$ cat src/design/scan_regs_pkg.sv
// Operation
// - Boundary chain has eighteen cells, one per pin
// - Active instruction picks chain capture source
// - Idle state changes chain only per instruction
// - Test-logic reset leaves chain contents alone
// - Chain shifts from input through 17..0 out
// - Cells map clock, enable, inputs, outputs
// - Two-bit select register picks run-test operation
// - Select register unchanged at data capture
// - Reset loads select register with binary 10
// - Single-stage bypass between serial input and output
// - Bypass stage captures zero when selected
// - Instruction MSB ignored, low seven bits decode
// - Decode chain opcodes with their modes
// - Run-test and toggle bypass; select scans decoded
// - Opcode 0000110 floats outputs, bypass selected
// - Opcode 0000111 clamps pins, bypass selected
// - Undefined opcodes act as normal-mode bypass
// - Boundary scan captures input pins, core outputs
// - Test mode drives core and pins from cells
// - Eight-bit instruction selects mode, register, source
// - Instruction register resets to all ones
// - Instruction capture loads fixed 10000001
// - Select codes: toggle, pattern, signature, both
package scan_regs_pkg;

	localparam int          CHAIN_LEN  = 18;
	localparam int          IR_LEN     = 8;
	localparam int          OPSEL_LEN  = 2;
	localparam int          CELL_CLK   = 17;
	localparam int          CELL_OE    = 16;
	localparam logic [7:0]  IR_RESET   = 8'hff;
	localparam logic [7:0]  IR_CAPTURE = 8'h81;
	localparam logic [1:0]  OPSEL_RESET = 2'b10;

	// Operations held in the select register
	localparam logic [1:0]  OPS_SAMPLE_IN_TOGGLE_OUT = 2'b00;
	localparam logic [1:0]  OPS_PATTERN_GENERATE     = 2'b01;
	localparam logic [1:0]  OPS_SIGNATURE_COMPRESS   = 2'b10;
	localparam logic [1:0]  OPS_COMBINED_8BIT        = 2'b11;

	// Opcodes, low seven bits
	localparam logic [6:0]  OP_EXTEST_A          = 7'h00;
	localparam logic [6:0]  OP_SAMPLE            = 7'h02;
	localparam logic [6:0]  OP_EXTEST_B          = 7'h03;
	localparam logic [6:0]  OP_FLOAT_OUTPUTS     = 7'h06;
	localparam logic [6:0]  OP_PIN_CLAMP         = 7'h07;
	localparam logic [6:0]  OP_RUN_TEST          = 7'h09;
	localparam logic [6:0]  OP_CHAIN_READ_NORMAL = 7'h0a;
	localparam logic [6:0]  OP_CHAIN_READ_TEST   = 7'h0b;
	localparam logic [6:0]  OP_CELL_SELF_CHECK   = 7'h0c;
	localparam logic [6:0]  OP_OUTPUT_TOGGLE     = 7'h0d;
	localparam logic [6:0]  OP_OPSEL_SCAN_NORMAL = 7'h0e;
	localparam logic [6:0]  OP_OPSEL_SCAN_TEST   = 7'h0f;

	// Register bus map
	localparam int          AXI_ADDR_W     = 8;
	localparam logic [7:0]  ADDR_CTRL      = 8'h00;
	localparam logic [7:0]  ADDR_STATUS    = 8'h04;
	localparam logic [7:0]  ADDR_CHAIN_SHF = 8'h08;
	localparam logic [7:0]  ADDR_CHAIN_SHD = 8'h0c;
	localparam logic [1:0]  RESP_OKAY      = 2'b00;
	localparam logic [1:0]  RESP_SLVERR    = 2'b10;

	typedef enum logic [15:0] {
		TAP_RESET = 16'h0001, TAP_IDLE    = 16'h0002, TAP_SEL_DR = 16'h0004,
		TAP_CAP_DR = 16'h0008, TAP_SHF_DR = 16'h0010, TAP_EX1_DR = 16'h0020,
		TAP_PAU_DR = 16'h0040, TAP_EX2_DR = 16'h0080, TAP_UPD_DR = 16'h0100,
		TAP_SEL_IR = 16'h0200, TAP_CAP_IR = 16'h0400, TAP_SHF_IR = 16'h0800,
		TAP_EX1_IR = 16'h1000, TAP_PAU_IR = 16'h2000, TAP_EX2_IR = 16'h4000,
		TAP_UPD_IR = 16'h8000
	} tap_state_e;

	typedef enum logic [1:0] {SEL_BYPASS, SEL_CHAIN, SEL_OPSEL} dr_sel_e;
	typedef enum logic [1:0] {CAP_PINS, CAP_HOLD, CAP_INVERT} cap_src_e;

	typedef struct packed {
		dr_sel_e  sel;
		cap_src_e cap;
		logic     test;
		logic     hiz;
		logic     run_test;
		logic     toggle;
	} instr_dec_s;

	// Opcode decode; unlisted codes fall to normal-mode bypass
	function automatic instr_dec_s decode_instr(input logic [6:0] op);
		instr_dec_s d;
		d = '{sel: SEL_BYPASS, cap: CAP_PINS, test: 1'b0, hiz: 1'b0,
			run_test: 1'b0, toggle: 1'b0};
		case (op)
			OP_EXTEST_A, OP_EXTEST_B: begin
				d.sel  = SEL_CHAIN;
				d.test = 1'b1;
			end
			OP_SAMPLE:            d.sel = SEL_CHAIN;
			OP_FLOAT_OUTPUTS:     d.hiz = 1'b1;
			OP_PIN_CLAMP:         d.test = 1'b1;
			OP_RUN_TEST: begin
				d.test     = 1'b1;
				d.run_test = 1'b1;
			end
			OP_CHAIN_READ_NORMAL, OP_CHAIN_READ_TEST: begin
				d.sel  = SEL_CHAIN;
				d.cap  = CAP_HOLD;
				d.test = op[0];
			end
			OP_CELL_SELF_CHECK: begin
				d.sel = SEL_CHAIN;
				d.cap = CAP_INVERT;
			end
			OP_OUTPUT_TOGGLE: begin
				d.test   = 1'b1;
				d.toggle = 1'b1;
			end
			OP_OPSEL_SCAN_NORMAL, OP_OPSEL_SCAN_TEST: begin
				d.sel  = SEL_OPSEL;
				d.test = op[0];
			end
			default: ;
		endcase
		return d;
	endfunction

endpackage

$ cat src/design/octal_ff_boundary_scan_regs.sv
`timescale 1ns/1ps
module octal_ff_boundary_scan_regs
	import scan_regs_pkg::*;
#(
	parameter logic [15:0] TAPS16 = 16'hb400, // Wide feedback taps
	parameter logic [7:0]  TAPS8  = 8'hb8     // Narrow feedback taps
) (
	input  logic                  ref_clk,       // System clock
	input  logic                  rst_n,         // Async reset, low
	input  logic                  tck,           // Test clock pin
	input  logic                  tms,           // Test mode select pin
	input  logic                  tdi,           // Serial test input
	output logic                  tdo,           // Serial test output
	output logic                  tdo_oe,        // Serial output enable
	input  logic                  pin_clk,       // Flip-flop clock pin
	input  logic                  pin_oe_n,      // Output enable pin
	input  logic [7:0]            pin_d,         // Data input pins
	input  logic [7:0]            core_q,        // Core flop outputs
	output logic                  core_clk,      // Clock to core
	output logic                  core_oe_n,     // Enable to core
	output logic [7:0]            core_d,        // Data to core
	output logic [7:0]            pin_q,         // Output pin data
	output logic                  pin_q_oe,      // Output pin enable
	input  logic [AXI_ADDR_W-1:0] s_axi_awaddr,  // Write address
	input  logic                  s_axi_awvalid, // Write addr valid
	output logic                  s_axi_awready, // Write addr ready
	input  logic [31:0]           s_axi_wdata,   // Write data
	input  logic [3:0]            s_axi_wstrb,   // Write strobes
	input  logic                  s_axi_wvalid,  // Write data valid
	output logic                  s_axi_wready,  // Write data ready
	output logic [1:0]            s_axi_bresp,   // Write response
	output logic                  s_axi_bvalid,  // Write resp valid
	input  logic                  s_axi_bready,  // Write resp ready
	input  logic [AXI_ADDR_W-1:0] s_axi_araddr,  // Read address
	input  logic                  s_axi_arvalid, // Read addr valid
	output logic                  s_axi_arready, // Read addr ready
	output logic [31:0]           s_axi_rdata,   // Read data
	output logic [1:0]            s_axi_rresp,   // Read response
	output logic                  s_axi_rvalid,  // Read data valid
	input  logic                  s_axi_rready   // Read data ready
);

////////////////////////////////////////////////////////////////////////////////
	logic [2:0]           tck_sync_ff;
	logic [1:0]           tms_sync_ff;
	logic [1:0]           tdi_sync_ff;
	logic [9:0]           pin_sync1_ff;
	logic [9:0]           pin_sync2_ff;
	logic                 tck_rise;
	logic                 tck_fall;
	logic                 tms_s;
	logic                 tdi_s;
	logic                 clk_s;
	logic                 oe_n_s;
	logic [7:0]           d_s;
	tap_state_e           state_ff;
	tap_state_e           nxt_state;
	logic                 trst_ff;
	logic [IR_LEN-1:0]    ir_shift_ff;
	logic [IR_LEN-1:0]    ir_ff;
	instr_dec_s           dec;
	logic                 bypass_ff;
	logic [OPSEL_LEN-1:0] opsel_shift_ff;
	logic [OPSEL_LEN-1:0] opsel_ff;
	logic [CHAIN_LEN-1:0] chain_shift_ff;
	logic [CHAIN_LEN-1:0] chain_ff;
	logic [CHAIN_LEN-1:0] cap_val;
	logic [15:0]          run_val;
	logic [15:0]          run_mask;
	logic [15:0]          wide_step;
	logic [7:0]           in_step;
	logic [7:0]           out_step;
	logic                 rise_cap_dr;
	logic                 rise_shf_dr;
	logic                 rise_idle;
	logic                 fall_idle;
	logic                 dr_lsb;

	// Two flops on every outside level; third tck flop only finds edges
	always_ff @(posedge ref_clk or negedge rst_n) begin
		if (!rst_n) begin
			tck_sync_ff  <= 3'b000;
			tms_sync_ff  <= 2'b11;
			tdi_sync_ff  <= 2'b00;
			pin_sync1_ff <= 10'h000;
			pin_sync2_ff <= 10'h000;
		end else begin
			tck_sync_ff  <= {tck_sync_ff[1:0], tck};
			tms_sync_ff  <= {tms_sync_ff[0], tms};
			tdi_sync_ff  <= {tdi_sync_ff[0], tdi};
			pin_sync1_ff <= {pin_clk, pin_oe_n, pin_d};
			pin_sync2_ff <= pin_sync1_ff;
		end
	end

	// Edge finding and synced pin fields
	assign tck_rise = tck_sync_ff[1] & ~tck_sync_ff[2];
	assign tck_fall = ~tck_sync_ff[1] & tck_sync_ff[2];
	assign tms_s    = tms_sync_ff[1];
	assign tdi_s    = tdi_sync_ff[1];
	assign clk_s    = pin_sync2_ff[9];
	assign oe_n_s   = pin_sync2_ff[8];
	assign d_s      = pin_sync2_ff[7:0];

////////////////////////////////////////////////////////////////////////////////
	// Controller sequencing, needed to know capture, shift and update steps
	always_comb begin
		case (state_ff)
			TAP_RESET:  nxt_state = tms_s ? TAP_RESET  : TAP_IDLE;
			TAP_IDLE:   nxt_state = tms_s ? TAP_SEL_DR : TAP_IDLE;
			TAP_SEL_DR: nxt_state = tms_s ? TAP_SEL_IR : TAP_CAP_DR;
			TAP_CAP_DR: nxt_state = tms_s ? TAP_EX1_DR : TAP_SHF_DR;
			TAP_SHF_DR: nxt_state = tms_s ? TAP_EX1_DR : TAP_SHF_DR;
			TAP_EX1_DR: nxt_state = tms_s ? TAP_UPD_DR : TAP_PAU_DR;
			TAP_PAU_DR: nxt_state = tms_s ? TAP_EX2_DR : TAP_PAU_DR;
			TAP_EX2_DR: nxt_state = tms_s ? TAP_UPD_DR : TAP_SHF_DR;
			TAP_UPD_DR: nxt_state = tms_s ? TAP_SEL_DR : TAP_IDLE;
			TAP_SEL_IR: nxt_state = tms_s ? TAP_RESET  : TAP_CAP_IR;
			TAP_CAP_IR: nxt_state = tms_s ? TAP_EX1_IR : TAP_SHF_IR;
			TAP_SHF_IR: nxt_state = tms_s ? TAP_EX1_IR : TAP_SHF_IR;
			TAP_EX1_IR: nxt_state = tms_s ? TAP_UPD_IR : TAP_PAU_IR;
			TAP_PAU_IR: nxt_state = tms_s ? TAP_EX2_IR : TAP_PAU_IR;
			TAP_EX2_IR: nxt_state = tms_s ? TAP_UPD_IR : TAP_SHF_IR;
			TAP_UPD_IR: nxt_state = tms_s ? TAP_SEL_DR : TAP_IDLE;
			default:    nxt_state = TAP_RESET;
		endcase
	end

	// Software reset bit holds the controller in reset
	always_ff @(posedge ref_clk or negedge rst_n) begin
		if (!rst_n)
			state_ff <= TAP_RESET;
		else if (trst_ff)
			state_ff <= TAP_RESET;
		else if (tck_rise)
			state_ff <= nxt_state;
	end

////////////////////////////////////////////////////////////////////////////////
	// Instruction register: fixed capture, LSB first out, update on fall
	always_ff @(posedge ref_clk or negedge rst_n) begin
		if (!rst_n) begin
			ir_shift_ff <= IR_RESET;
			ir_ff       <= IR_RESET;
		end else if (state_ff == TAP_RESET) begin
			ir_ff <= IR_RESET;
		end else if (tck_rise && state_ff == TAP_CAP_IR) begin
			ir_shift_ff <= IR_CAPTURE;
		end else if (tck_rise && state_ff == TAP_SHF_IR) begin
			ir_shift_ff <= {tdi_s, ir_shift_ff[IR_LEN-1:1]};
		end else if (tck_fall && state_ff == TAP_UPD_IR) begin
			ir_ff <= ir_shift_ff;
		end
	end

	// Only the low seven bits decide mode, register and source
	assign dec = decode_instr(ir_ff[6:0]);

	// Step conditions on test clock edges
	assign rise_cap_dr = tck_rise && state_ff == TAP_CAP_DR;
	assign rise_shf_dr = tck_rise && state_ff == TAP_SHF_DR;
	assign rise_idle   = tck_rise && state_ff == TAP_IDLE;
	assign fall_idle   = tck_fall && state_ff == TAP_IDLE;

////////////////////////////////////////////////////////////////////////////////
	// Bypass stage: zero at capture, one flop of shift, no shadow
	always_ff @(posedge ref_clk or negedge rst_n) begin
		if (!rst_n)
			bypass_ff <= 1'b0;
		else if (rise_cap_dr && dec.sel == SEL_BYPASS)
			bypass_ff <= 1'b0;
		else if (rise_shf_dr && dec.sel == SEL_BYPASS)
			bypass_ff <= tdi_s;
	end

	// Select register ignores capture; reset loads signature mode
	always_ff @(posedge ref_clk or negedge rst_n) begin
		if (!rst_n) begin
			opsel_shift_ff <= OPSEL_RESET;
			opsel_ff       <= OPSEL_RESET;
		end else if (state_ff == TAP_RESET) begin
			opsel_shift_ff <= OPSEL_RESET;
			opsel_ff       <= OPSEL_RESET;
		end else if (rise_shf_dr && dec.sel == SEL_OPSEL) begin
			opsel_shift_ff <= {tdi_s, opsel_shift_ff[OPSEL_LEN-1:1]};
		end else if (tck_fall && state_ff == TAP_UPD_DR && dec.sel == SEL_OPSEL) begin
			opsel_ff <= opsel_shift_ff;
		end
	end

////////////////////////////////////////////////////////////////////////////////
	// Capture source; cells 17..0 are clk, oe, d, q, pin one on bit 7
	assign cap_val = (dec.cap == CAP_HOLD)   ? chain_shift_ff :
	                 (dec.cap == CAP_INVERT) ? ~chain_ff :
	                 {clk_s, oe_n_s, d_s, core_q};

	// Feedback steps for the run-test compressors and generators
	assign wide_step = {chain_shift_ff[14:0], ^(chain_shift_ff[15:0] & TAPS16)};
	assign in_step   = {chain_shift_ff[14:8], ^(chain_shift_ff[15:8] & TAPS8)};
	assign out_step  = {chain_shift_ff[6:0], ^(chain_shift_ff[7:0] & TAPS8)};

	// Run-test value and which shadows follow it; control cells excluded
	always_comb begin
		case (opsel_ff)
			OPS_SAMPLE_IN_TOGGLE_OUT: begin
				run_val  = {d_s, ~chain_shift_ff[7:0]};
				run_mask = 16'hffff;
			end
			OPS_PATTERN_GENERATE: begin
				run_val  = wide_step;
				run_mask = 16'hffff;
			end
			OPS_SIGNATURE_COMPRESS: begin
				run_val  = wide_step ^ {d_s, 8'h00};
				run_mask = 16'hff00;
			end
			default: begin
				run_val  = {in_step ^ d_s, out_step};
				run_mask = 16'hffff;
			end
		endcase
		if (dec.toggle) begin
			run_val  = {chain_shift_ff[15:8], ~chain_shift_ff[7:0]};
			run_mask = 16'h00ff;
		end
	end

	// Chain shift stage: capture, shift 17 toward 0, idle-time activity
	always_ff @(posedge ref_clk or negedge rst_n) begin
		if (!rst_n)
			chain_shift_ff <= '0;
		else if (rise_cap_dr && dec.sel == SEL_CHAIN)
			chain_shift_ff <= cap_val;
		else if (rise_shf_dr && dec.sel == SEL_CHAIN)
			chain_shift_ff <= {tdi_s, chain_shift_ff[CHAIN_LEN-1:1]};
		else if (rise_idle && (dec.run_test || dec.toggle))
			chain_shift_ff[15:0] <= run_val;
	end

	// Chain shadows: update step, or masked follow during idle activity
	always_ff @(posedge ref_clk or negedge rst_n) begin
		if (!rst_n)
			chain_ff <= '0;
		else if (tck_fall && state_ff == TAP_UPD_DR && dec.sel == SEL_CHAIN)
			chain_ff <= chain_shift_ff;
		else if (fall_idle && (dec.run_test || dec.toggle))
			chain_ff[15:0] <= (chain_shift_ff[15:0] & run_mask)
				| (chain_ff[15:0] & ~run_mask);
	end

////////////////////////////////////////////////////////////////////////////////
	// Serial output changes on the falling test clock edge
	assign dr_lsb = (dec.sel == SEL_CHAIN) ? chain_shift_ff[0] :
	                (dec.sel == SEL_OPSEL) ? opsel_shift_ff[0] : bypass_ff;

	always_ff @(posedge ref_clk or negedge rst_n) begin
		if (!rst_n) begin
			tdo    <= 1'b0;
			tdo_oe <= 1'b0;
		end else if (tck_fall) begin
			tdo    <= (state_ff == TAP_SHF_IR) ? ir_shift_ff[0] : dr_lsb;
			tdo_oe <= state_ff == TAP_SHF_IR || state_ff == TAP_SHF_DR;
		end
	end

	// Pin and core drive; floating mode keeps core running normally
	always_ff @(posedge ref_clk or negedge rst_n) begin
		if (!rst_n) begin
			core_clk  <= 1'b0;
			core_oe_n <= 1'b1;
			core_d    <= 8'h00;
			pin_q     <= 8'h00;
			pin_q_oe  <= 1'b0;
		end else if (dec.test) begin
			core_clk  <= chain_ff[CELL_CLK];
			core_oe_n <= chain_ff[CELL_OE];
			core_d    <= chain_ff[15:8];
			pin_q     <= chain_ff[7:0];
			pin_q_oe  <= ~chain_ff[CELL_OE];
		end else begin
			core_clk  <= clk_s;
			core_oe_n <= oe_n_s;
			core_d    <= d_s;
			pin_q     <= core_q;
			pin_q_oe  <= ~oe_n_s & ~dec.hiz;
		end
	end

////////////////////////////////////////////////////////////////////////////////
	logic                  aw_held_ff;
	logic                  w_held_ff;
	logic [AXI_ADDR_W-1:0] awaddr_ff;
	logic [31:0]           wdata_ff;
	logic                  wstrb0_ff;
	logic [31:0]           rd_word;
	logic                  rd_hit;
	logic                  do_write;

	// Address and data taken in either order, answered one cycle later
	assign s_axi_awready = ~aw_held_ff;
	assign s_axi_wready  = ~w_held_ff;
	assign s_axi_arready = ~s_axi_rvalid;
	assign do_write      = aw_held_ff && w_held_ff && !s_axi_bvalid;

	always_ff @(posedge ref_clk or negedge rst_n) begin
		if (!rst_n) begin
			aw_held_ff   <= 1'b0;
			w_held_ff    <= 1'b0;
			awaddr_ff    <= '0;
			wdata_ff     <= 32'h0000_0000;
			wstrb0_ff    <= 1'b0;
			trst_ff      <= 1'b0;
			s_axi_bvalid <= 1'b0;
			s_axi_bresp  <= RESP_OKAY;
		end else begin
			if (s_axi_awvalid && !aw_held_ff) begin
				aw_held_ff <= 1'b1;
				awaddr_ff  <= s_axi_awaddr;
			end
			if (s_axi_wvalid && !w_held_ff) begin
				w_held_ff <= 1'b1;
				wdata_ff  <= s_axi_wdata;
				wstrb0_ff <= s_axi_wstrb[0];
			end
			if (do_write) begin
				aw_held_ff   <= 1'b0;
				w_held_ff    <= 1'b0;
				s_axi_bvalid <= 1'b1;
				s_axi_bresp  <= (awaddr_ff[7:2] <= ADDR_CHAIN_SHD[7:2]) ?
					RESP_OKAY : RESP_SLVERR;
				if (awaddr_ff[7:2] == ADDR_CTRL[7:2] && wstrb0_ff)
					trst_ff <= wdata_ff[0];
			end else if (s_axi_bready) begin
				s_axi_bvalid <= 1'b0;
			end
		end
	end

	// Read decode; unmapped words answer zero with an error
	assign rd_word = (s_axi_araddr[7:2] == ADDR_CTRL[7:2])      ? {31'h0, trst_ff} :
	                 (s_axi_araddr[7:2] == ADDR_STATUS[7:2])    ?
	                     {state_ff, 4'h0, dec.hiz, dec.test, opsel_ff, ir_ff} :
	                 (s_axi_araddr[7:2] == ADDR_CHAIN_SHF[7:2]) ? {14'h0, chain_shift_ff} :
	                 {14'h0, chain_ff};
	assign rd_hit = s_axi_araddr[7:2] <= ADDR_CHAIN_SHD[7:2];

	always_ff @(posedge ref_clk or negedge rst_n) begin
		if (!rst_n) begin
			s_axi_rvalid <= 1'b0;
			s_axi_rdata  <= 32'h0000_0000;
			s_axi_rresp  <= RESP_OKAY;
		end else if (s_axi_arvalid && !s_axi_rvalid) begin
			s_axi_rvalid <= 1'b1;
			s_axi_rdata  <= rd_hit ? rd_word : 32'h0000_0000;
			s_axi_rresp  <= rd_hit ? RESP_OKAY : RESP_SLVERR;
		end else if (s_axi_rready) begin
			s_axi_rvalid <= 1'b0;
		end
	end

////////////////////////////////////////////////////////////////////////////////
	// Checks on the scan registers
	chk_ir_reset_value: assert property (@(posedge ref_clk) disable iff (!rst_n)
		state_ff == TAP_RESET |=> ir_ff == IR_RESET)
		else $error("instruction not all ones after reset state");

	chk_opsel_reset_value: assert property (@(posedge ref_clk) disable iff (!rst_n)
		state_ff == TAP_RESET |=> opsel_ff == OPSEL_RESET)
		else $error("select register not 10 after reset state");

	chk_bypass_capture: assert property (@(posedge ref_clk) disable iff (!rst_n)
		rise_cap_dr && dec.sel == SEL_BYPASS |=> bypass_ff == 1'b0)
		else $error("bypass stage did not capture zero");

	chk_ir_capture_pattern: assert property (@(posedge ref_clk) disable iff (!rst_n)
		tck_rise && state_ff == TAP_CAP_IR && !trst_ff |=> ir_shift_ff == IR_CAPTURE)
		else $error("instruction capture pattern wrong");

	chk_chain_reset_hold: assert property (@(posedge ref_clk) disable iff (!rst_n)
		state_ff == TAP_RESET |=> $stable(chain_shift_ff) && $stable(chain_ff))
		else $error("chain changed in reset state");

	chk_opsel_capture_hold: assert property (@(posedge ref_clk) disable iff (!rst_n)
		rise_cap_dr |=> $stable(opsel_shift_ff) && $stable(opsel_ff))
		else $error("select register changed at capture");

	chk_chain_shift_dir: assert property (@(posedge ref_clk) disable iff (!rst_n)
		rise_shf_dr && dec.sel == SEL_CHAIN |=> chain_shift_ff[17] == $past(tdi_s)
		&& chain_shift_ff[16:0] == $past(chain_shift_ff[17:1]))
		else $error("chain shift order wrong");

	chk_test_drive_pins: assert property (@(posedge ref_clk) disable iff (!rst_n)
		dec.test |=> pin_q == $past(chain_ff[7:0]) && core_d == $past(chain_ff[15:8]))
		else $error("test mode not driving from cells");

	chk_float_outputs: assert property (@(posedge ref_clk) disable iff (!rst_n)
		dec.hiz ##1 dec.hiz |-> !pin_q_oe)
		else $error("outputs driven under float instruction");

endmodule // octal_ff_boundary_scan_regs

$ cat config.mk
export PLATFORM = sky130hd
export DESIGN_NAME = octal_ff_boundary_scan_regs
export DESIGN_NICKNAME = d
export VERILOG_FILES = /design/src/design/scan_regs_pkg.sv /design/src/design/octal_ff_boundary_scan_regs.sv
export SDC_FILE = /design/constraint.sdc
export NUM_CORES = 1
export LEC_CHECK = 0
export ABC_AREA = 1
export BUFFER_PORTS_ARGS = -buffer_cell sky130_fd_sc_hd__buf_2
export CORE_MARGIN = 1
export CORE_UTILIZATION = 50
export DETAILED_ROUTE_END_ITERATION = 8
export PLACE_DENSITY = 0.78
export RECOVER_POWER = 50
export SKIP_LAST_GASP = 1
export SYNTH_ARGS = -nofsm -noshare
export SYNTH_HDL_FRONTEND = slang
export SYNTH_SLANG_ARGS = --single-unit
$ cat constraint.sdc
create_clock -name ref_clk -period 2.4 [get_ports ref_clk]
set_input_delay 0.24 -clock ref_clk [delete_from_list [all_inputs] [get_ports ref_clk]]
set_output_delay 0.24 -clock ref_clk [all_outputs]
set_load 0.1 [all_outputs]
Word level (Yosys, flattened, before mapping)
Index checks and enable logic that the tools add are counted.
- register bits: 172
- output and inout port bits: 62
- word-level logic and storage cells: 229
- $lt $le $gt $ge: 2
- equal/unequal tests: 40
- muxes and demuxes: 68
- bitwise logic cells: 20
- reductions and logical operators: 65
- operators with widths (kind ; number):
    16-bit case mux with 12 select lines ; 1
    16-bit 2-to-1 mux ; 10
    32-bit 2-to-1 mux ; 3
    8-bit 2-to-1 mux ; 10
    18-bit 2-to-1 mux ; 4
    7-bit by 4-bit equality test with 1-bit output, second input constant ; 7
    16-bit case mux with 3 select lines ; 1
    16-bit AND ; 2
    2-bit nonzero test ; 12
    1-bit logical AND ; 23
    1-bit 2-to-1 mux ; 19
    2-bit 2-to-1 mux ; 9
    9-bit 2-to-1 mux ; 2
    18-bit NOT ; 1
    16-bit by 1-bit equality test with 1-bit output, second input constant ; 1
    16-bit by 10-bit equality test with 1-bit output, second input constant ; 1
    16-bit by 11-bit equality test with 1-bit output, second input constant ; 1
    16-bit by 12-bit equality test with 1-bit output, second input constant ; 1
    16-bit by 13-bit equality test with 1-bit output, second input constant ; 1
    16-bit by 14-bit equality test with 1-bit output, second input constant ; 1
    16-bit by 15-bit equality test with 1-bit output, second input constant ; 1
    16-bit equality test, second input constant ; 1
    16-bit by 2-bit equality test with 1-bit output, second input constant ; 1
    16-bit by 3-bit equality test with 1-bit output, second input constant ; 1
    other kinds (45) ; 81

Depth between registers and ports, before layout
- depth in word-level cells: 8
- depth in mapped cells: 15
- gate-level depth less buffers: 14

Least setup slack after synthesis
OpenSTA, ideal clock, no wires.
- kind: register to register
- start point: register s_axi_rvalid
- end point: register s_axi_rvalid
- library setup time: 0.161 ns
- data arrival time: 2.528 ns
- data required time: 2.239 ns
- path slack: -0.289 ns
- stages on the path, launching flop included: 6
- buffers on the path: 2
- cells stage by stage: dfrtp_1 > inv_1 > nand2_1 > clkbuf_1 > clkbuf_1 > o21ai_0
- word-level cells in the longest chain between the ends: 3
- elaborated cells on any way between the ends: 4
- those cells by class: mux (1); reduce/logical (3)
- RTL lines (item ; line ; source):
    from (decl) ; octal_ff_boundary_scan_regs.sv:39 ; output logic s_axi_rvalid,
    from (signal assigned) ; octal_ff_boundary_scan_regs.sv:349 ; s_axi_rvalid <= 1'b0;
    from (signal assigned) ; octal_ff_boundary_scan_regs.sv:353 ; s_axi_rvalid <= 1'b1;
    from (signal assigned) ; octal_ff_boundary_scan_regs.sv:357 ; s_axi_rvalid <= 1'b0;
    1-bit logical NOT (*) ; octal_ff_boundary_scan_regs.sv:352 ; end else if (s_axi_arvalid && !s_axi_rvalid) begin
    1-bit logical AND (*) ; octal_ff_boundary_scan_regs.sv:352 ;
    1-bit 2-to-1 mux / 2-bit nonzero test (equally long branches) ; - ;
Every way passes the cells marked *; elsewhere a longest branch is shown, timed or not.
A chain may end at the register's enable or synchronous reset.

==> results <==
- The flow ran to the end, and the final reports show no timing, DRC or antenna violations.
- The most prevalent standard cell on the critical path is sky130_fd_sc_hd__nand2_1.
- The floorplan has 45 rows.
- The largest clock skew in the final design is 0.00905 ns.
- In the final layout, the multi-input gates occupy 0.00323 mm².
- Wires add up to 19.2 mm.
- Measured against its own limit, the worst slew margin works out to 5.12%.
- The area taken by flip-flops and latches is 0.00423 mm².
- The average wire per cell in the routed design is 14.7 µm.
- The number of cells on the worst hold path is 2.
- In this run the horizontal extent of the chip is 128 µm.
- The wire length of the first global-routing pass is 31.3 mm.
- Port buffering added 101 buffers.
- The async set or reset register ratio after synthesis is 100%.
- The slowest cell on the critical path is sky130_fd_sc_hd__dfrtp_1.
- Global routing used 24.7% of the available tracks across all layers.
- Dividing the final minimum period by the clock period gives 92.9%.
- CTS placed an instance of sky130_fd_sc_hd__clkbuf_16 at the clock tree root.
- The via count of the first global-routing pass came to 6300.
- The floorplan step set the die height to 128 µm.
- The area growth from synthesis to layout is 20.4%.
- Once detailed placement completed, the half-perimeter wirelength came to 13.5 mm.
- The post-detailed-route count of antenna-violating nets is 0.
- The final setup TNS is 0 ns.
- The most critical setup path has its startpoint at state_ff[6].
- The critical path goes through nor2_1 > nand2_2 > inv_1 > nand4_1 > nor2_1 > inv_1 > nor3_2 > nand2_1 > nand2_1 > clkinvlp_4 > buf_12 > nand2_1 > o21ai_2.
- Dividing the synthesized area by the synthesized cell count gives 8.33 µm².
- The antenna cell count is 0.
- The arrival time at the worst endpoint is 2.55 ns.
- The count of pins on the block boundary is 142.
- Detailed routing inserted a total of 6969 vias.
- The post-route cell area is 0.00957 mm².
- The number of max-cap violations is 0.
- The starting density of the core is 51.7%.
- The initial antenna violation count is 0.
- The number of max-slew violations in the final report is 0.
- STA classifies the critical path endpoint as a flop.
- The final period demand of the worst path is 2.23 ns.
- After detailed routing, the number of vias per cell comes to 5.33.
- STA puts the critical path data required time at 2.72 ns.
- IR analysis of the VDD net gives a maximum drop of 0.601 mV.
- The cell area after placement is 0.00879 mm².
- The part of the Yosys area used for sequential elements is 53.2%.
- The clock passes through at most 2 buffers.
- The CTS tree is built.
- Setup violations remaining at the end of the flow were counted as 0.
- The number of filler instances in the final layout is 1306.
- The final net count is 1164.
- The type of element launching the critical path is a flop.
- The placeable core area is 0.0154 mm².
- The largest single stage delay on the critical path is 0.39 ns.
- The setup slack of the most critical reg-to-reg path is 0.17 ns.
- Synthesis produced a netlist whose cell count is 954.
- After detailed routing, the number of remaining DRC violations is 0.
- The number of distinct library cell variants in the gate-level netlist after synthesis is 43.
- The most common flop cell mapped by yosys is sky130_fd_sc_hd__dfrtp_1.
- The number of iterations in the first detailed-routing pass is 7.
- The source of the worst register-to-register timing path is state_ff[6].
- The worst min-delay path class is input pin to flop.
- The routability-driven placement congestion ratio is 0.917.
- The transition time at the pin with the least slew margin is 1.42 ns.
- The total die area is 0.0164 mm².
- The clock tree synthesis step divided the H-tree into 4 levels.
- The highest achievable clock rate is 449 MHz.
- TritonCTS created 17 clock buffers.
- Cells with a size suffix above 1 make up 20.3% of the layout.
- The yosys synthesis warning count is 0.
- The leftover overflow at the end of global routing is 0.
- For the worst flop-to-flop path, the logic depth is 13.
- In this run the power density over the cells is 961 mW/mm².
- The worst setup path is of the flop to flop kind.
- The detailed router's first-iteration violation count is 670.
- Clock-pin slew was measured on the worst setup and hold paths at 0.07 ns.
- The final hold violation count was 0.
- Entering global routing, the biggest net connects 57 pins.
- The static leakage is 4.80 nW.
- The synthesized netlist occupies a cell area of 0.00795 mm².
- The total of flip-flops plus latches after synthesis is 168.
- The largest driver fanout on the critical path is 13.
- In this run, synthesis inferred 0 flip-flops with an integrated enable.
- Clock latency on the worst-skew pair, taken at its later pin, is 0.43 ns.
- The clock sink total is 168.
kinds of logic after synthesis:
| logic type | count (synthesis) | synth area share [%] |
|---|---|---|
| muxes | 8 | 1.13 |
| other | 1 | 0.0472 |
| and+or+nand+nor | 424 | 22.8 |
| buffers and inverters | 123 | 6.28 |
| AOI/OAI and AO/OA | 220 | 15.4 |
| DFF | 168 | 53.2 |
| xor gates and xnor gates | 10 | 1.10 |
routing by layer:
metal | track usage [%] | part of all wire, % | vias up
met5 | 0 | 0 | -
met2 | 39.2 | 46 | 263
met3 | 4.17 | 6.7 | 25
met1 | 34.7 | 46 | 3285
li1 | - | - | 3396
met4 | 7.68 | 1.4 | 0
sequential cells by signal, indices dropped and copies added, names as in the netlist, 2 cells and up, named ones only:
name / cells
s_axi_rdata: 32
ir_ff: 8
pin_sync2_ff: 10
opsel_ff: 2
state_ff: 16
chain_ff: 2
pin_sync1_ff: 10
tck_sync_ff: 3
opsel_shift_ff: 2
awaddr_ff: 6
chain_shift_ff: 18
tdi_sync_ff: 2
ir_shift_ff: 8
core_d: 8
tms_sync_ff: 2
pin_q: 8
worst max-delay path: cells and delay by family, from the launching register on:
kind | cells | cell delay (ns)
buffers and inverters | 4 | 0.53
DFF | 1 | 0.39
AOI/OAI and AO/OA | 1 | 0.05
and+or+nand+nor | 8 | 1.15
layout by cell type, fill, tap and decap left out, types with 17 or more instances in the layout:
cell / Yosys / final
sky130_fd_sc_hd__dfstp_2: 22 / 22
sky130_fd_sc_hd__nor2_1: 84 / 84
sky130_fd_sc_hd__o21ai_0: 140 / 140
sky130_fd_sc_hd__a21oi_1: 25 / 25
sky130_fd_sc_hd__nand2_1: 256 / 256
sky130_fd_sc_hd__inv_1: 91 / 89
sky130_fd_sc_hd__buf_2: 4 / 100
sky130_fd_sc_hd__dfrtp_1: 146 / 145
sky130_fd_sc_hd__clkbuf_16: 0 / 17
sky130_fd_sc_hd__buf_4: 4 / 18
sky130_fd_sc_hd__nand3_1: 36 / 36
stage by stage:
stage | total power, W | std cells | worst slack [ns] | utilization (%) | hold WS, ns
floorplan | 0.00570 | 955 | 0.0385 | - | -0.0556
global placement | 0.00635 | 1260 | 0.258 | 57.2 | 0.240
detailed placement | 0.00641 | 1260 | 0.195 | 57.2 | 0.238
CTS | 0.00922 | 1307 | 0.161 | 62.1 | 0.0176
global route | 0.00965 | 1308 | -0.0107 | 62.3 | 0.0180
finish | 0.00920 | 1308 | 0.171 | 62.3 | 0.0159
cell type report:
cell class                      instances  share of cell area [%]
Tap cell                              211                    2.76
Clock inverter                         11                    1.54
Multi-Input combinational cell        664                    33.7
Inverter                               94                    3.79
Sequential cell                       168                    44.2
Clock buffer                           21                    4.81
Timing Repair Buffer                  139                    9.15
what timing repair did:
action	CTS	global route
gates resized for setup	0	2
buffers inserted	0	1
setup endpoints to repair	0	7
hold buffers	15	0
hold endpoints to repair	56	0
synthesized netlist by cell type, drive strengths merged (4+ instances only):
cell / n / area, µm²
nand4: 4 / 25.0
nand2: 264 / 1020
o31ai: 15 / 113
dfstp: 22 / 578
o21ai: 150 / 777
buf: 11 / 76.3
nor3: 16 / 91.3
nor2: 90 / 358
dfrtp: 146 / 3650
clkbuf: 18 / 67.6
o22ai: 15 / 93.8
a21oi: 28 / 151
mux2: 8 / 90.1
xor2: 7 / 61.3
inv: 91 / 342
o211ai: 5 / 37.5
nand3: 43 / 273
power breakdown:
| group | switching (W) | internal (W) |
|---|---|---|
| clock network | 0.00110 | 0.00169 |
| registers | 0.000236 | 0.00327 |
| logic | 0.00223 | 0.000677 |
| total | 0.00357 | 0.00563 |
worst min path at each step:
stage	end	slack, ns	start
after detailed placement	awaddr_ff[6]	0.24	rst_n
after global routing	s_axi_bvalid	0.02	s_axi_bready
after global placement	awaddr_ff[6]	0.24	rst_n
after CTS	s_axi_bvalid	0.02	s_axi_bready
final	s_axi_bvalid	0.02	s_axi_bready
after floorplan	async pin	-0.06	rst_n
No activity file was read; power rests on OpenSTA's default activity.
